### src/ccpu_pkg.sv
// package: register map, mode codes and reset values of the capture/compare/pwm unit
package ccpu_pkg;

   // =========================================================
   // register map (index on the register port)
   localparam logic [3:0] OFS_CONTROL = 4'h0;
   localparam logic [3:0] OFS_VAL_LO  = 4'h1;
   localparam logic [3:0] OFS_VAL_HI  = 4'h2;
   localparam logic [3:0] OFS_PERIOD  = 4'h3;
   localparam logic [3:0] OFS_IRQ_EN  = 4'h4;
   localparam logic [3:0] OFS_IRQ_FLG = 4'h5;
   localparam logic [3:0] OFS_STATUS  = 4'h6;

   // =========================================================
   // control field layout
   localparam int MODE_LSB = 0;
   localparam int DUTY_LSB = 4;

   // =========================================================
   // reset values
   localparam logic [7:0] RST_CONTROL = 8'h00;
   localparam logic [7:0] RST_PERIOD  = 8'hFF;
   localparam logic [7:0] RST_VALUE   = 8'h00;

   // =========================================================
   // mode field codes
   localparam logic [3:0] MODE_OFF     = 4'h0;
   localparam logic [3:0] MODE_CAP_FAL = 4'h4;
   localparam logic [3:0] MODE_CAP_RIS = 4'h5;
   localparam logic [3:0] MODE_CAP_4   = 4'h6;
   localparam logic [3:0] MODE_CAP_16  = 4'h7;
   localparam logic [3:0] MODE_CMP_SET = 4'h8;
   localparam logic [3:0] MODE_CMP_CLR = 4'h9;
   localparam logic [3:0] MODE_CMP_SW  = 4'hA;
   localparam logic [3:0] MODE_CMP_SPC = 4'hB;

   // =========================================================
   // edge prescaler counts (last count before an event)
   localparam logic [3:0] PRESC_LAST_4  = 4'h3;
   localparam logic [3:0] PRESC_LAST_16 = 4'hF;

   typedef enum logic [1:0] {
      CLS_OFF,
      CLS_CAPTURE,
      CLS_COMPARE,
      CLS_PWM
   } ccpu_class_e;

endpackage

### src/ccpu_edge_presc.sv
// capture edge detector and edge prescaler
`timescale 1ns/10ps
module ccpu_edge_presc (
   // clock and reset
   input  wire logic       mclk,
   input  wire logic       reset,
   // control
   input  wire logic       clear,
   input  wire logic [1:0] edge_sel,
   input  wire logic       pin,
   // result
   output logic            capture_evt,
   output logic [3:0]      presc_count
);

   typedef struct packed {
      logic       pin_q;
      logic [3:0] cnt_q;
      logic       evt_q;
   } ccpu_presc_s;

   ccpu_presc_s st_q;
   ccpu_presc_s st_d;

   // =========================================================
   // next state: edge select and prescale count
   always_comb begin
      logic rise;
      logic fall;
      rise = pin & ~st_q.pin_q;
      fall = ~pin & st_q.pin_q;
      st_d = st_q;
      st_d.pin_q = pin;
      st_d.evt_q = 1'b0;
      if (clear) begin
         st_d.cnt_q = 4'h0;
      end else begin
         case (edge_sel)
            2'd0: st_d.evt_q = fall;
            2'd1: st_d.evt_q = rise;
            default: begin
               // a switch between 4 and 16 keeps the count
               if (rise) begin
                  if (st_q.cnt_q == ((edge_sel == 2'd2) ? ccpu_pkg::PRESC_LAST_4
                                                       : ccpu_pkg::PRESC_LAST_16)) begin
                     st_d.cnt_q = 4'h0;
                     st_d.evt_q = 1'b1;
                  end else begin
                     st_d.cnt_q = st_q.cnt_q + 4'h1;
                  end
               end
            end
         endcase
      end
   end

   // =========================================================
   // state register
   always_ff @(posedge mclk or posedge reset) begin
      if (reset) begin
         st_q <= '0;
      end else begin
         st_q <= st_d;
      end
   end

   assign capture_evt = st_q.evt_q;
   assign presc_count = st_q.cnt_q;

endmodule

### src/ccpu_unit.sv
// capture, compare and pwm unit with its register port
`timescale 1ns/10ps

// Behaviour
// - mode change may raise false capture flag
// - prescaler held at zero unless capturing
// - prescale switch keeps count; turn off first
// - compare match sets flag; set/clear modes drive pin
// - zero control write forces compare latch low
// - software compare mode: flag only, pin untouched
// - special event on first unit clears timebase
// - second unit also starts conversion if enabled
// - special event clear sets no overflow flag
// - pwm up to ten bits, zero forces low
// - period comes from period limit register
// - period match: clear timer, set pin, latch
// - postscaler takes no part in pwm period
// - duty is low byte plus control bits 5:4
// - duty double buffered, high byte read-only
// - clear pin when duty equals extended timer
// - duty beyond period keeps output high
// - four-bit mode field decode
// - capture copies timebase, sets flag, overwrites
module ccpu_unit #(
   parameter bit IS_SECOND_UNIT = 1'b0,
   parameter bit SINGLE_UNIT    = 1'b0
) (
   // clock and reset
   input  wire logic        mclk,
   input  wire logic        reset,
   // register port
   input  wire logic [3:0]  reg_addr,
   input  wire logic [7:0]  reg_wdata,
   input  wire logic        reg_wr,
   input  wire logic        reg_rd,
   output logic      [7:0]  reg_rdata,
   // sixteen bit timebase
   input  wire logic [15:0] sixteen_bit_timebase,
   output logic             timebase_clear,
   // eight bit period timer
   input  wire logic [7:0]  period_timer,
   input  wire logic [1:0]  period_sub,
   input  wire logic        period_tick,
   output logic             period_timer_clear,
   // converter
   input  wire logic        adc_enabled,
   output logic             conv_start,
   // unit signal pin and interrupt
   input  wire logic        unit_signal_pin_in,
   output logic             unit_signal_pin_out,
   output logic             unit_irq_request
);

   typedef struct packed {
      logic [5:0] ctrl_q;
      logic [7:0] val_lo_q;
      logic [7:0] val_hi_q;
      logic [1:0] duty_lsb_q;
      logic [7:0] period_limit_q;
      logic       irq_en_q;
      logic       irq_flag_q;
      logic       out_latch_q;
      logic       match_q;
      logic       tb_clr_q;
      logic       pt_clr_q;
      logic       conv_q;
      logic [7:0] rdata_q;
   } ccpu_state_s;

   ccpu_state_s st_q;
   ccpu_state_s st_d;

   logic                capture_evt;
   logic [3:0]          presc_count;
   logic [3:0]          unit_mode_field;
   ccpu_pkg::ccpu_class_e mode_cls;
   logic                presc_clear;

   // =========================================================
   // mode decode, shared by the prescaler and the main logic
   function automatic ccpu_pkg::ccpu_class_e mode_class(input logic [3:0] m);
      if (m[3:2] == 2'b11) begin
         mode_class = ccpu_pkg::CLS_PWM;
      end else if (m[3]) begin
         mode_class = ccpu_pkg::CLS_COMPARE;
      end else if (m[2]) begin
         mode_class = ccpu_pkg::CLS_CAPTURE;
      end else begin
         mode_class = ccpu_pkg::CLS_OFF;
      end
   endfunction

   assign unit_mode_field = st_q.ctrl_q[ccpu_pkg::MODE_LSB +: 4];
   assign mode_cls        = mode_class(unit_mode_field);
   // counter only runs in capture mode
   assign presc_clear     = (mode_cls != ccpu_pkg::CLS_CAPTURE);

   // =========================================================
   // capture edge prescaler
   ccpu_edge_presc u_presc (
      .mclk        (mclk),
      .reset       (reset),
      .clear       (presc_clear),
      .edge_sel    (unit_mode_field[1:0]),
      .pin         (unit_signal_pin_in),
      .capture_evt (capture_evt),
      .presc_count (presc_count)
   );

   // =========================================================
   // next state of the whole unit
   always_comb begin
      logic        match_now;
      logic        match_rise;
      logic        flag_set;
      logic        flag_clr;
      logic [9:0]  duty_active;
      logic [9:0]  timer_ext;
      logic [9:0]  duty_buf;
      match_now   = (sixteen_bit_timebase == {st_q.val_hi_q, st_q.val_lo_q});
      match_rise  = match_now & ~st_q.match_q;
      flag_set    = 1'b0;
      flag_clr    = 1'b0;
      duty_active = {st_q.val_hi_q, st_q.duty_lsb_q};
      timer_ext   = {period_timer, period_sub};
      duty_buf    = {st_q.val_lo_q, st_q.ctrl_q[ccpu_pkg::DUTY_LSB +: 2]};
      st_d = st_q;
      st_d.match_q  = match_now;
      st_d.tb_clr_q = 1'b0;
      st_d.pt_clr_q = 1'b0;
      st_d.conv_q   = 1'b0;
      st_d.rdata_q  = 8'h00;

      // register writes
      if (reg_wr) begin
         if (reg_addr == ccpu_pkg::OFS_CONTROL) begin
            st_d.ctrl_q = reg_wdata[5:0];
         end else if (reg_addr == ccpu_pkg::OFS_VAL_LO) begin
            st_d.val_lo_q = reg_wdata;
         end else if (reg_addr == ccpu_pkg::OFS_VAL_HI) begin
            // active duty byte cannot be written while in pwm
            if (mode_cls != ccpu_pkg::CLS_PWM) begin
               st_d.val_hi_q = reg_wdata;
            end
         end else if (reg_addr == ccpu_pkg::OFS_PERIOD) begin
            st_d.period_limit_q = reg_wdata;
         end else if (reg_addr == ccpu_pkg::OFS_IRQ_EN) begin
            st_d.irq_en_q = reg_wdata[0];
         end else if (reg_addr == ccpu_pkg::OFS_IRQ_FLG) begin
            flag_clr = reg_wdata[0];
         end
      end

      // mode behaviour
      case (mode_cls)
         ccpu_pkg::CLS_CAPTURE: begin
            // an unread value is simply overwritten
            if (capture_evt) begin
               st_d.val_hi_q = sixteen_bit_timebase[15:8];
               st_d.val_lo_q = sixteen_bit_timebase[7:0];
               flag_set      = 1'b1;
            end
         end
         ccpu_pkg::CLS_COMPARE: begin
            // act once per match, not every cycle the timer rests on it
            if (match_rise) begin
               flag_set = 1'b1;
               if (unit_mode_field == ccpu_pkg::MODE_CMP_SET) begin
                  st_d.out_latch_q = 1'b1;
               end else if (unit_mode_field == ccpu_pkg::MODE_CMP_CLR) begin
                  st_d.out_latch_q = 1'b0;
               end else if (unit_mode_field == ccpu_pkg::MODE_CMP_SPC) begin
                  // plain clear strobe: overflow flag stays untouched
                  st_d.tb_clr_q = 1'b1;
                  st_d.conv_q   = adc_enabled & (IS_SECOND_UNIT | SINGLE_UNIT);
               end
               // software mode leaves the latch as it is
            end
         end
         ccpu_pkg::CLS_PWM: begin
            // tick is the prescaled increment, before any postscaler
            if (period_tick && (period_timer == st_q.period_limit_q)) begin
               st_d.pt_clr_q    = 1'b1;
               st_d.out_latch_q = (duty_buf != 10'h000);
               st_d.val_hi_q    = st_q.val_lo_q;
               st_d.duty_lsb_q  = st_q.ctrl_q[ccpu_pkg::DUTY_LSB +: 2];
            end else if (duty_active == timer_ext) begin
               // a duty past the period never matches here
               st_d.out_latch_q = 1'b0;
            end
         end
         default: begin
            st_d.out_latch_q = 1'b0;
         end
      endcase

      // a zero control write beats a match in the same cycle, so the pin never blips high
      if (reg_wr && (reg_addr == ccpu_pkg::OFS_CONTROL) && (reg_wdata[5:0] == 6'h00)) begin
         st_d.out_latch_q = 1'b0;
      end

      // set wins over a clear in the same cycle
      st_d.irq_flag_q = (st_q.irq_flag_q & ~flag_clr) | flag_set;

      // read data, valid the cycle after the strobe
      if (reg_rd) begin
         if (reg_addr == ccpu_pkg::OFS_CONTROL) begin
            st_d.rdata_q = {2'b00, st_q.ctrl_q};
         end else if (reg_addr == ccpu_pkg::OFS_VAL_LO) begin
            st_d.rdata_q = st_q.val_lo_q;
         end else if (reg_addr == ccpu_pkg::OFS_VAL_HI) begin
            st_d.rdata_q = st_q.val_hi_q;
         end else if (reg_addr == ccpu_pkg::OFS_PERIOD) begin
            st_d.rdata_q = st_q.period_limit_q;
         end else if (reg_addr == ccpu_pkg::OFS_IRQ_EN) begin
            st_d.rdata_q = {7'h00, st_q.irq_en_q};
         end else if (reg_addr == ccpu_pkg::OFS_IRQ_FLG) begin
            st_d.rdata_q = {7'h00, st_q.irq_flag_q};
         end else if (reg_addr == ccpu_pkg::OFS_STATUS) begin
            st_d.rdata_q = {presc_count, 3'h0, st_q.out_latch_q};
         end else begin
            st_d.rdata_q = 8'h00;
         end
      end
   end

   // =========================================================
   // state register
   always_ff @(posedge mclk or posedge reset) begin
      if (reset) begin
         st_q                <= '0;
         st_q.ctrl_q         <= ccpu_pkg::RST_CONTROL[5:0];
         st_q.val_lo_q       <= ccpu_pkg::RST_VALUE;
         st_q.val_hi_q       <= ccpu_pkg::RST_VALUE;
         st_q.period_limit_q <= ccpu_pkg::RST_PERIOD;
      end else begin
         st_q <= st_d;
      end
   end

   // =========================================================
   // outputs, all from flip-flops except the interrupt gate
   assign reg_rdata           = st_q.rdata_q;
   assign timebase_clear      = st_q.tb_clr_q;
   assign period_timer_clear  = st_q.pt_clr_q;
   assign conv_start          = st_q.conv_q;
   assign unit_signal_pin_out = st_q.out_latch_q;
   assign unit_irq_request    = st_q.irq_flag_q & st_q.irq_en_q;

endmodule

### config.mk
export PLATFORM = sky130hd
export DESIGN_NAME = ccpu_unit
export DESIGN_NICKNAME = d
export VERILOG_FILES = /design/src/ccpu_pkg.sv /design/src/ccpu_edge_presc.sv /design/src/ccpu_unit.sv
export SDC_FILE = /design/constraint.sdc
export NUM_CORES = 1
export LEC_CHECK = 0
export BUFFER_PORTS_ARGS = -buffer_cell sky130_fd_sc_hd__buf_2
export CAP_MARGIN = 20
export CORE_MARGIN = 2
export CORE_UTILIZATION = 33
export CTS_BUF_LIST = sky130_fd_sc_hd__clkbuf_8
export CTS_CLUSTER_SIZE = 24
export DETAILED_ROUTE_END_ITERATION = 6
export PLACE_DENSITY = 0.61
export SYNTH_ARGS = -nofsm -noshare
export SYNTH_HDL_FRONTEND = slang
export SYNTH_SLANG_ARGS = --single-unit
### constraint.sdc
create_clock -name mclk -period 2 [get_ports mclk]
set_input_delay 0 -clock mclk [delete_from_list [all_inputs] [get_ports mclk]]
set_output_delay 0 -clock mclk [all_outputs]
set_load 0.005 [all_outputs]
* Yosys cells after proc, flatten, opt, wreduce, memory -nomap -nowiden *
Cells that the tools add are included.

word-level totals
  bits in registers = 52
  bits in latches = 0
  bits in writable memories = 0
  bits in read-only memories = 0
  output and inout port bits = 13
  word-level logic and storage cells = 124
  memories = 0

operators by class
  add/subtract/negate cells = 1
  multiply operators = 0
  divide/modulo/power cells = 0
  magnitude comparators = 0
  equality and inequality tests = 26
  shift operators = 0
  mux-type cells = 53
  bitwise gates (word level) = 14
  reductions and logical operators = 15

operators with widths
  cell                 count
  $mux 8               13
  $mux 16              3
  $mux 1               25
  $eq 16x16->1         1
  $mux 4               4
  $pmux 8 s2           1
  $eq 4x3->1 const B   3
  $eq 4x4->1 const B   3
  $eq 10x10->1         1
  $mux 10              1
  $reduce_bool 10->1   1
  $eq 2x2->1 const B   4
  $eq 4x2->1 const B   2
  $eq 8x8->1           1
  $ne 4x4->1 const B   2
  $not 1->1            8
  $logic_not 6->1      1
  $reduce_and 2->1     3
  $reduce_and 6->1     1
  $and 1x1->1          5
  $mux 5               1
  $reduce_and 5->1     1
  $add 4x1->4 const B  1
  $eq 2x1->1 const B   2
  15 further kinds     21

* Logic depth before layout (Yosys ltp) *
Gate-level depths: netlist of the first run.

  depth after elaboration = 11
  mapped depth = 7

* Modules after synthesis *
From an unflattened synthesis of the first run, not the netlist that was laid out.

unflattened totals
  cells, all modules = 321
  area, all modules = 3281.9 um^2

modules (own cells, without submodules)
  module           times used  cells each  area each (um^2)  sequential area each (um^2)
  ccpu_unit        1           282         2911.5            1161.1
  ccpu_edge_presc  1           39          370.4             150.1

* Least setup slack after synthesis of the first run *
No wires, ideal clock.

  path type = flip-flop to flip-flop
  from = reg st_q[40] in the netlist's numbering
  to = reg st_q (netlist bit unit_signal_pin_out)
  library setup time = 0.079 ns
  data arrival time = 1.673 ns
  required time = 1.921 ns
  slack = 0.247 ns
  stages on the path, launching flop included = 7
  path buffers = 0
  clock period less this slack = 1.753 ns
  cells stage by stage = dfrtp_1 > xor2_1 > nor4_1 > nand4_1 > o31a_1 > a311oi_2 > mux2i_1

between the ends
  word-level cells in the longest chain between the ends = 4
  elaborated cells on any way between the ends = 8
  classes of those cells = eq/ne: 2; mux: 3; bitwise: 1; reduce/logical: 2

ends and longest elaborated chain
  element                                                      RTL line                            RTL
  start, declared                                              ccpu_unit.sv:70                     ccpu_state_s st_q;
  start signal, assigned                                       ccpu_unit.sv:237                    st_q <= st_d;
  $eq 16x16->1 or $reduce_bool 10->1 (tied branches)           ccpu_unit.sv:120, ccpu_unit.sv:184
  $and 1x1->1 or $mux 1 (tied branches)                        ccpu_unit.sv:121, ccpu_unit.sv:182
  $ne 3x3->1 (no source line) or $pmux 1 s3 (tied branches)    n/a
  $reduce_and 4->1 (no source line) or $mux 1 (tied branches)  n/a

Several ways; a longest one is shown, not always the timed one.
A chain may end at the register's enable or synchronous reset.

* Final worst setup path of the first run *
  from = reg st_q[21] in the netlist's numbering
  to = reg st_q (netlist bit unit_signal_pin_out)

between the ends
  word-level cells in the longest chain between the ends = 5
  elaborated cells on any way between the ends = 7
  classes of those cells = eq/ne: 2; mux: 3; reduce/logical: 2

ends and longest elaborated chain
  element                RTL line          RTL
  $eq 8x8->1 (*)         ccpu_unit.sv:182  if (period_tick && (period_timer == st_q.period_limit_q)) begin
  $logic_and 1x1->1 (*)  ccpu_unit.sv:182
  $mux 1                 ccpu_unit.sv:182
  $pmux 1 s3             ccpu_unit.sv:155  case (mode_cls)
  $mux 1                 ccpu_unit.sv:198  if (reg_wr && (reg_addr == ccpu_pkg::OFS_CONTROL) && (reg_wdata[5:0] == 6'h00)) begin

Mark *: on every way between the ends. The rest lies on a longest branch, timed or not.

==> flow_summary_export.csv, run 1 <==
group,metric,value,unit
clocking,cts_setup_buffers,0,
clocking,cts_root_buf,"clkbuf_8",
worst_setup_path,worstPathMaxFanout,3,
sta,hold_viol,0,
synthesis,yosys_warnings,0,
hold_path,hold_class,"input port to register",
placed_design,port_buffers,55,
synthesis,synthCells,306,
clocking,cts.clk_slew.worst_paths,0.11,ns
worst_setup_path,crit_start,"st_q[21]$_DFFE_PP1P_",
global_routing,grt_pass1_vias,2720,
pwr,pwr-share-comb,0.351,
clocking,cts_inserted_buffers,5,
route,ant_nets,0,
route,drtIter0Drc,195,
synthesis,synth_edf_count,0,
worst_setup_path,endpoint,"unit_signal_pin_out$_DFFE_PP0P_",
pwr,p_sw,0.00117,W
flow_run,maxCapViolations,0,
floorplanning,dieArea,10200,µm²
synthesis,synth_most_common_cell,"dfrtp_1",
floorplanning,start_util,0.338,
synthesis,synth_nets,356,
placed_design,gp_congestion,0.923,
clocking,clkLatencyLatePin,0.31,ns
route,routed_wl,9110,µm
synthesis,ys.flop_type,"dfrtp_1",
pwr,ir_worst_vdd,482,µV
placed_design,placed_cell_area,3610,µm²
finish,drive_gt1_frac,0.312,
synthesis,synth_seq_area_share,0.423,
route,drtPass1Iterations,4,
floorplanning,core-area,9150,µm²
placed_design,place_ws,0.0231,ns
sta,finalWorstSetupSlack,0.0946,ns
finish,fillers,888,
outcome,status,"completed",
global_routing,antenna_found_initial,0,
sta,holdWs,0.0158,ns
sta,slew_headroom,0.628,
pwr,power.internal,0.00228,W
worst_setup_path,r2r_end,"unit_signal_pin_out$_DFFE_PP0P_",
route,vias,2673,
finish,fin_nets,450,
sta,finalClockSkew,0.0160,ns
clocking,clockBufferDepth,2,
pwr,switching_share,0.339,
global_routing,grt_max_degree,28,
floorplanning,die-width,101,µm
synthesis,synth_top_area_share,0.355,
floorplanning,io_pins,58,
worst_setup_path,crit_arrival,2.13,ns
synthesis,yosysUniqueCellTypes,47,
pwr,p_leak,1.94,nW
global_routing,grt-ovfl-total,0,
global_routing,grt.total_usage,0.186,
pwr,p_seq_frac,0.422,
clocking,cts.sinks,52,
synthesis,synthMuxAreaShare,0.146,
synthesis,synth_commonest_cells,"44 x dfrtp_1, 26 x xor2_1, 25 x mux2i_1",
route,post_drt_wl_per_cell,17.8,µm
finish,finalInstanceArea,4010,µm²
pwr,clkPwrFrac,0.227,
pwr,design_power_total,0.00345,W
worst_setup_path,worstSetupPathType,"register to register",
synthesis,synth_largest_area_cell,"dfrtp_1",
sta,fmax,525,MHz
floorplanning,std_cell_rows,35,
synthesis,synth.avg_cell_area,10.1,µm²
synthesis,synth.area.top_cells,"dfrtp_1 36%, mux2i_1 8.1%, xor2_1 7.4%",
clocking,cts_tree,"yes",
finish,syn_to_final_growth,29.3,%
floorplanning,die_y,101,µm
worst_setup_path,start_kind,"register",
route,post-route-drc-count,0,
finish,num_antenna_cells,0,
synthesis,synth-simple-area-share,0.146,
worst_setup_path,end_kind,"register",
pwr,p_per_area,862,nW/µm²
worst_setup_path,r2r_cells,6,
synthesis,synth_xor_area_frac,0.0961,
global_routing,grt_pass1_wl,14600,µm
synthesis,syn_area,3100,µm²
worst_setup_path,required,2.23,ns
synthesis,synth_top_family_by_area,"multiplexers",
sta,setup_viol,0,
placed_design,hpwlAfterDp,6910,µm
clocking,htree_levels,2,
synthesis,synth-compound-area-share,0.122,
worst_setup_path,r2r_slack,0.09,ns
worst_setup_path,reg2reg_from,"st_q[21]$_DFFE_PP1P_",
synthesis,synthAdderAreaFrac,0.0202,
synthesis,ys_seq_elements,52,
synthesis,synthArstFlopShare,1.00,
sta,min_period_over_period,0.953,
sta,period_needed,1.91,ns
sta,slew_violations,0,
sta,tightest_slew,0.557,ns
route,via_per_inst,5.22,
## power groups by stage
| stage | Combinational [W] | Sequential (W) | Clock (W) |
|---|---|---|---|
| final | 0.00121 | 0.00146 | 0.000784 |
| after global routing | 0.00133 | 0.00149 | 0.000840 |
| after CTS | 0.00117 | 0.00146 | 0.000799 |
| after detailed placement | 0.00112 | 0.00148 | 0 |
| after global placement | 0.00112 | 0.00146 | 0 |
| after floorplan | 0.000571 | 0.00150 | 0 |
## cells in the final DEF, fill, tap and decap left out, types with 6 or more instances in the layout
cell            n
a21oi_1         6
a22oi_1         8
buf_2          55
buf_4          25
clkbuf_8        6
dfrtp_1        44
dfstp_2         8
dlygate4sd3_1  24
inv_1           8
mux2_2         16
mux2i_1        25
nand2_1        23
nor2_1         14
nor4_1          6
o21ai_0        22
xnor2_1         8
xor2_1         26
## registers in the layout (all words and copies together) (netlist names)
name	cells
u_presc.capture_evt	1
timebase_clear	1
u_presc.presc_count	4
u_presc.st_q	1
st_q	35
reg_rdata	8
unit_signal_pin_out	1
period_timer_clear	1
## routing by layer
layer	up-vias	wire, µm	track usage
met2	109	4290	0.307
met5	-	0	0
li1	1280	-	-
met3	7	657	0.0298
met1	1277	4080	0.262
met4	0	78	0.0333
## worst min path at each step
| stage | start | endpoint | slack (ns) | cells after the start |
|---|---|---|---|---|
| after floorplan | unit_signal_pin_in | u_presc.st_q[5]$_DFF_PP0_ | 0.03 | 0 |
| after global placement | reset | st_q[35]$_DFF_PP0_ | -0.02 | 2 |
| after detailed placement | reset | st_q[35]$_DFF_PP0_ | -0.02 | 2 |
| after CTS | reg_wdata[1] | st_q[42]$_DFFE_PP0P_ | 0.006 | 2 |
| after global routing | reg_wdata[1] | st_q[16]$_DFFE_PP1P_ | 0.02 | 2 |
| final | reg_wdata[1] | st_q[42]$_DFFE_PP0P_ | 0.02 | 2 |
## worst max-delay path, cell delays in order, from the launching register on
cell	delay [ns]
dfstp_2	0.56
xor2_1	0.07
nor4_2	0.30
and4_2	0.28
inv_1	0.11
a311oi_2	0.29
mux2i_1	0.22
## layout make-up
type                            count  area (µm²)  area share
Tap cell                          111         139      0.0347
Multi-Input combinational cell    227        1680       0.419
Clock buffer                        6        82.6      0.0206
Timing Repair Buffer              105         723       0.181
Clock inverter                      2        38.8     0.00968
Inverter                            9        33.8     0.00843
Sequential cell                    52        1310       0.327
## cells by family after synthesis
| kind of cell | after synthesis |
|---|---|
| simple gates | 86 |
| compound gates | 59 |
| buf+inv | 27 |
| mux | 42 |
| xor+xnor | 34 |
| fa+ha+maj | 5 |
| other cells | 1 |
| flops | 52 |
## through the flow
stage | instances | utilization | setup TNS (ns)
2_1_floorplan | 306 | - | 0
3_3_place_gp | 480 | 0.395 | 0
3_5_place_dp | 480 | 0.395 | 0
4_1_cts | 512 | 0.434 | 0
5_1_grt | 512 | 0.438 | -0.0149
6_report | 512 | 0.438 | 0
## repair_timing
item | CTS | global route
endpoints found under the setup margin | 0 | 11
resized for setup | 0 | 6
hold buffers | 24 | 0
hold endpoints to repair | 64 | 0
No activity file was read; power rests on OpenSTA's default activity.
==> run 2, diff against run 1 <==
ABC_AREA = 1   (was not set)
PLACE_DENSITY = 0.6   (was 0.61)
==> run 2 against run 1 <==
Net effect: the run now ends with negative hold slack left; largest power group unchanged; global-route usage increased by 1.5 points; first-iteration DRC count increased by 49%; combinational power increased by 5%; clock skew decreased by 0.0051 ns; highest routed layer unchanged; cell area increased by 6.0%; critical endpoint is now st_q[39]$_DFF_PP0_; sequential share of layout area decreased by 1.9 points; die area increased by 16%; power decreased by 0.47%; critical path type unchanged; synthesized cell count increased by 73%; via count increased by 38%; non-clock buffer count decreased by 28.
==> flow_summary_export.csv, run 2 <==
group,metric,value,unit
route,post_drt_wl_per_cell,15.3,µm
finish,final_common_cell,"nand2_1",
clocking,cts.sinks,52,
route,via_per_inst,5.00,
synthesis,synth_most_common_cell,"nand2_1",
global_routing,grt_pass1_vias,3512,
synthesis,synth.area.top_cells,"dfrtp_1 31%, nand2_1 16%, inv_1 8.3%",
sta,period_needed,1.86,ns
clocking,cts_inserted_buffers,5,
synthesis,synthArstFlopShare,1.00,
clocking,cts_root_buf,"clkbuf_8",
hold_path,min_delay_worst_endpoint,"st_q[37]$_DFF_PP0_",
global_routing,grt.total_usage,0.201,
synthesis,synth_seq_area_share,0.364,
floorplanning,die_y,108,µm
worst_setup_path,end_kind,"register",
worst_setup_path,worstPathMaxFanout,17,
clocking,cts_tree,"yes",
outcome,status,"finished with violations",
route,routed_wl,11300,µm
pwr,p_leak,2.21,nW
synthesis,ys_seq_elements,52,
finish,layout_common_cells,"149 x nand2_1, 81 x inv_1, 57 x o21ai_0, 56 x nor2_1, 55 x buf_2",
sta,rsz0062_at_grt,"no",
synthesis,synth.avg_cell_area,6.80,µm²
flow_run,maxCapViolations,0,
worst_setup_path,r2r_end,"st_q[39]$_DFF_PP0_",
floorplanning,die-width,108,µm
finish,drive_gt1_frac,0.160,
synthesis,synth_edf_count,0,
synthesis,synth_commonest_cells,"149 x nand2_1, 80 x inv_1, 57 x o21ai_0",
floorplanning,io_pins,58,
hold_path,hold_class,"input port to register",
worst_setup_path,start_kind,"register",
global_routing,grt_pass1_wl,17900,µm
placed_design,port_buffers,55,
clocking,cts.clk_slew.worst_paths,0.10,ns
route,post-route-drc-count,0,
pwr,ir_worst_vdd,422,µV
placed_design,hpwlAfterDp,8830,µm
clocking,clkLatencyLatePin,0.31,ns
sta,holdWs,-0.00278,ns
sta,min_period_over_period,0.932,
placed_design,placed_cell_area,3990,µm²
finish,largest_reg_flops,35,
finish,num_antenna_cells,0,
finish,fin_cells,740,
worst_setup_path,r2r_slack,0.14,ns
synthesis,yosys_warnings,0,
outcome,violations,"negative hold slack",
finish,top_register,"st_q",
synthesis,ys.flop_type,"dfrtp_1",
sta,tightest_slew,0.572,ns
sta,hold_viol,1,
synthesis,synth_nets,580,
clocking,htree_levels,2,
global_routing,antenna_found_initial,0,
finish,fin_nets,649,
worst_setup_path,reg2reg_from,"st_q[44]$_DFFE_PP0P_",
sta,slew_violations,0,
synthesis,synth_top_area_share,0.306,
hold_path,min_from,"sixteen_bit_timebase[4]",
global_routing,grt-ovfl-total,0,
pwr,p_per_area,809,nW/µm²
hold_path,holdPathStages,3,
placed_design,placed_cells,715,
worst_setup_path,r2r_cells,7,
floorplanning,std_cell_rows,38,
worst_setup_path,required,2.20,ns
route,vias,3697,
finish,post-route-util,0.395,
sta,fmax,536,MHz
synthesis,syn_area,3600,µm²
clocking,cts_resized,0,
placed_design,gp_congestion,0.923,
floorplanning,start_util,0.335,
global_routing,grt_max_degree,28,
worst_setup_path,worstSetupPathType,"register to register",
synthesis,yosysUniqueCellTypes,43,
clocking,clockBufferDepth,2,
worst_setup_path,crit_arrival,2.07,ns
route,drtIter0Drc,291,
finish,finalInstanceArea,4250,µm²
floorplanning,core-area,10700,µm²
floorplanning,dieArea,11800,µm²
sta,setup_viol,0,
finish,syn_to_final_growth,17.9,%
synthesis,synth_largest_area_cell,"dfrtp_1",
sta,slew_headroom,0.618,
sta,finalClockSkew,0.0109,ns
route,ant_nets,0,
sta,tns,0,ns
synthesis,synthCells,530,
route,drtPass1Iterations,5,
-- run 2: what timing repair did --
action                                  CTS  global route
buffers inserted                          0             1
endpoints found under the hold margin    27             0
endpoints found under the setup margin    0             1
hold buffers                             16             0
-- run 2: metal layers --
layer / share of wire / global-route usage
met5: 0 / 0
met4: 0.024 / 0.0668
met3: 0.059 / 0.0332
met2: 0.46 / 0.332
met1: 0.46 / 0.266
-- run 2: through the flow --
| stage | setup slack, ns | total power [W] | hold slack, ns |
|---|---|---|---|
| final | 0.135 | 0.00344 | -0.00278 |
| after global routing | 0.00774 | 0.00372 | 0.0177 |
| after CTS | 0.113 | 0.00343 | 0.000695 |
| after floorplan | 0.472 | 0.00232 | 0.0314 |
| after global placement | 0.332 | 0.00273 | 0.0870 |
| after detailed placement | 0.311 | 0.00276 | 0.0911 |
-- run 2: kinds of logic after synthesis --
family	count (synthesis)	share of synthesized area
buffers and inverters	103	0.125
adder cells (fa/ha/maj)	5	0.0174
AND/OR/NAND/NOR	249	0.302
XOR/XNOR	8	0.0194
other	1	0.00104
flip-flops	52	0.364
AO/OA/AOI/OAI	112	0.171
-- run 2: cell type report --
| class | count | area [µm²] |
|---|---|---|
| Clock buffer | 6 | 82.6 |
| Clock inverter | 2 | 7.51 |
| Fill cell | 1173 | 6500 |
| Inverter | 88 | 338 |
| Multi-Input combinational cell | 375 | 1840 |
| Sequential cell | 52 | 1310 |
| Tap cell | 140 | 175 |
| Timing Repair Buffer | 77 | 493 |
-- run 2: critical path: stages (launching register included) --
cell and delay [ns]:
dfrtp_1 0.42, inv_1 0.09, ha_1 0.19, nand2_1 0.08, buf_4 0.22, o211ai_1 0.11, o21ai_0 0.10, dlygate4sd3_1 0.56
-- run 2: power by group --
group / internal (W) / leakage [nW] / switching, W
clock network: 0.000274 / 0.0538 / 0.000355
logic: 0.000473 / 1.51 / 0.000796
registers: 0.00128 / 0.651 / 0.000255
-- run 2: how the worst max path moves through the flow --
stage | from | cells past startpoint | end | slack, ns
CTS | st_q[44]$_DFFE_PP0P_ | 7 | st_q[39]$_DFF_PP0_ | 0.11
global placement | st_q[21]$_DFFE_PP1P_ | 8 | st_q[31]$_DFF_PP0_ | 0.33
finish | st_q[44]$_DFFE_PP0P_ | 7 | st_q[39]$_DFF_PP0_ | 0.14
floorplan | st_q[21]$_DFFE_PP1P_ | 8 | st_q[30]$_DFF_PP0_ | 0.47
global route | st_q[44]$_DFFE_PP0P_ | 7 | st_q[39]$_DFF_PP0_ | 0.008
detailed placement | st_q[21]$_DFFE_PP1P_ | 8 | st_q[30]$_DFF_PP0_ | 0.31
==> run 3, diff against run 2 <==
BUFFER_PORTS_ARGS = not set   (was -buffer_cell sky130_fd_sc_hd__buf_2)
DONT_BUFFER_PORTS = 1   (was not set)
PLACE_DENSITY = 0.56   (was 0.6)
==> run 3 against run 2 <==
Net effect: cell area fell by 4.2%; largest cell class unchanged; worst setup slack improved by 0.13 ns; clock skew fell by 0.0035 ns; the run now ends clean; via count fell by 5.0%; power rose by 0.69%; register-to-register slack improved by 0.13 ns; hold slack improved by 0.013 ns; maximum frequency rose by 7.7%; core utilization fell by 1.7 points.
==> flow_summary_export.csv, run 3 (synthesized netlist as in run 2, its figures left out) <==
group,metric,value,unit
worst_setup_path,worstPathMaxFanout,8,
route,routed_wl,11300,µm
sta,tns,0,ns
global_routing,grt_max_degree,53,
finish,num_antenna_cells,0,
sta,rsz0062_at_grt,"no",
worst_setup_path,worstSetupPathType,"register to register",
route,vias,3513,
floorplanning,die-width,108,µm
clocking,cts_setup_buffers,0,
finish,top_register,"st_q",
worst_setup_path,crit_arrival,1.93,ns
route,post_drt_wl_per_cell,16.2,µm
clocking,cts_inserted_buffers,5,
finish,syn_to_final_growth,13.0,%
worst_setup_path,r2r_cells,8,
sta,min_period_over_period,0.866,
clocking,htree_levels,2,
worst_setup_path,crit_cells,8,
finish,largest_reg_flops,35,
pwr,ir_worst_vdd,417,µV
hold_path,hold_class,"input port to register",
global_routing,grt-ovfl-total,0,
floorplanning,dieArea,11800,µm²
clocking,cts_tree,"yes",
pwr,clkPwrFrac,0.213,
worst_setup_path,worstPathCellList,"xnor2_1, nand2_1, nor2_1, nand3_2, inv_1, nor2_1, o21ai_0, nand2_1",
route,drtIter0Drc,196,
placed_design,port_buffers,0,
pwr,pwr-share-comb,0.340,
floorplanning,io_pins,58,
worst_setup_path,cp_num_buf_inv,1,
global_routing,grt_pass1_wl,17800,µm
worst_setup_path,end_kind,"register",
pwr,p_per_area,850,nW/µm²
route,post-route-drc-count,0,
worst_setup_path,start_kind,"register",
sta,finalClockSkew,0.00739,ns
outcome,status,"completed",
floorplanning,die_y,108,µm
pwr,p_sw,0.00138,W
placed_design,hpwlAfterDp,8560,µm
global_routing,grt_pass1_vias,3303,
pwr,design_power_total,0.00346,W
route,drtPass1Iterations,5,
clocking,clockBufferDepth,2,
sta,hold_viol,0,
sta,period_needed,1.73,ns
clocking,clkLatencyLatePin,0.31,ns
sta,tightest_slew,0.686,ns
clocking,cts.sinks,52,
finish,layout_common_cells,"149 x nand2_1, 80 x inv_1, 57 x o21ai_0, 56 x nor2_1, 44 x dfrtp_1",
flow_run,maxCapViolations,0,
hold_path,holdPathStages,4,
worst_setup_path,crit_path_max_incr_delay,0.58,ns
route,ant_nets,0,
floorplanning,std_cell_rows,38,
clocking,cts.clk_slew.worst_paths,0.10,ns
sta,fmax,578,MHz
global_routing,grt.total_usage,0.199,
sta,setup_viol,0,
sta,slew_violations,0,
pwr,p_leak,2.01,nW
route,via_per_inst,5.06,
clocking,cts_resized,0,
floorplanning,core-area,10700,µm²
floorplanning,start_util,0.335,
global_routing,antenna_found_initial,0,
pwr,power.internal,0.00208,W
clocking,cts_root_buf,"clkbuf_8",
worst_setup_path,cp_slowest_cell,"dfstp_2",
finish,fillers,1184,
pwr,switching_share,0.399,
finish,final_common_cell,"nand2_1",
finish,fin_nets,603,
sta,slew_headroom,0.543,
placed_design,gp_congestion,0.912,
worst_setup_path,critPathTopFamily,"flip-flops",
finish,drive_gt1_frac,0.0740,
pwr,p_seq_frac,0.448,
worst_setup_path,required,2.20,ns
-- run 3: path summary, 6_finish.rpt --
check / slack, ns / from / to
max in group asynchronous: 1.21 / reset / st_q[40]$_DFF_PP0_
min: 0.01 / sixteen_bit_timebase[12] / st_q[29]$_DFF_PP0_
min in group asynchronous: 0.34 / reset / u_presc.presc_count[3]$_DFFE_PP0P_
min reg2reg: 0.50 / st_q[45]$_DFFE_PP0P_ / st_q[45]$_DFFE_PP0P_
max: 0.27 / st_q[21]$_DFFE_PP1P_ / st_q[31]$_DFF_PP0_
max reg2reg: 0.27 / st_q[21]$_DFFE_PP1P_ / st_q[31]$_DFF_PP0_
-- run 3: per-layer routing --
| layer | routed length [µm] | vias to the layer above | global-route usage |
|---|---|---|---|
| met5 | 0 | - | 0 |
| met4 | 189 | 0 | 0.0375 |
| met3 | 1030 | 14 | 0.0530 |
| met2 | 4950 | 135 | 0.306 |
| met1 | 5090 | 1626 | 0.283 |
| li1 | - | 1738 | - |
-- run 3: tightest hold or removal path, stage by stage --
cell	delay, ns
inv_1	0.05
a21oi_1	0.13
o21ai_1	0.06
nand2_1	0.06
-- run 3: area by class of cell --
type                            instances  area, µm²  area share
Multi-Input combinational cell        375       1840       0.452
Inverter                               88        338      0.0830
Clock buffer                            5       68.8      0.0169
Timing Repair Buffer                   31        298      0.0732
Tap cell                              140        175      0.0430
Clock inverter                          3       38.8     0.00953
Sequential cell                        52       1310       0.322
-- run 3: power groups by stage --
stage | Clock [W] | Combinational [W] | Sequential (W)
3_3_place_gp | 0 | 0.00110 | 0.00156
6_report | 0.000736 | 0.00118 | 0.00155
4_1_cts | 0.000752 | 0.00117 | 0.00154
5_1_grt | 0.000793 | 0.00135 | 0.00157
2_1_floorplan | 0 | 0.000866 | 0.00145
3_5_place_dp | 0 | 0.00112 | 0.00156
-- run 3: what timing repair did --
action,CTS,global route
endpoints found under the hold margin,80,0
endpoints found under the setup margin,0,0
hold buffers,26,0
-- run 3: through the flow --
step	setup WS, ns	std cells	hold slack (ns)	instance area [µm²]	utilization
floorplan	0.472	530	0.0314	3600	-
global placement	0.328	660	0.0316	3700	0.345
detailed placement	0.300	660	0.0315	3700	0.345
CTS	0.283	694	0.00998	4070	0.379
global route	0.0853	694	0.0281	4070	0.379
finish	0.268	694	0.0102	4070	0.379
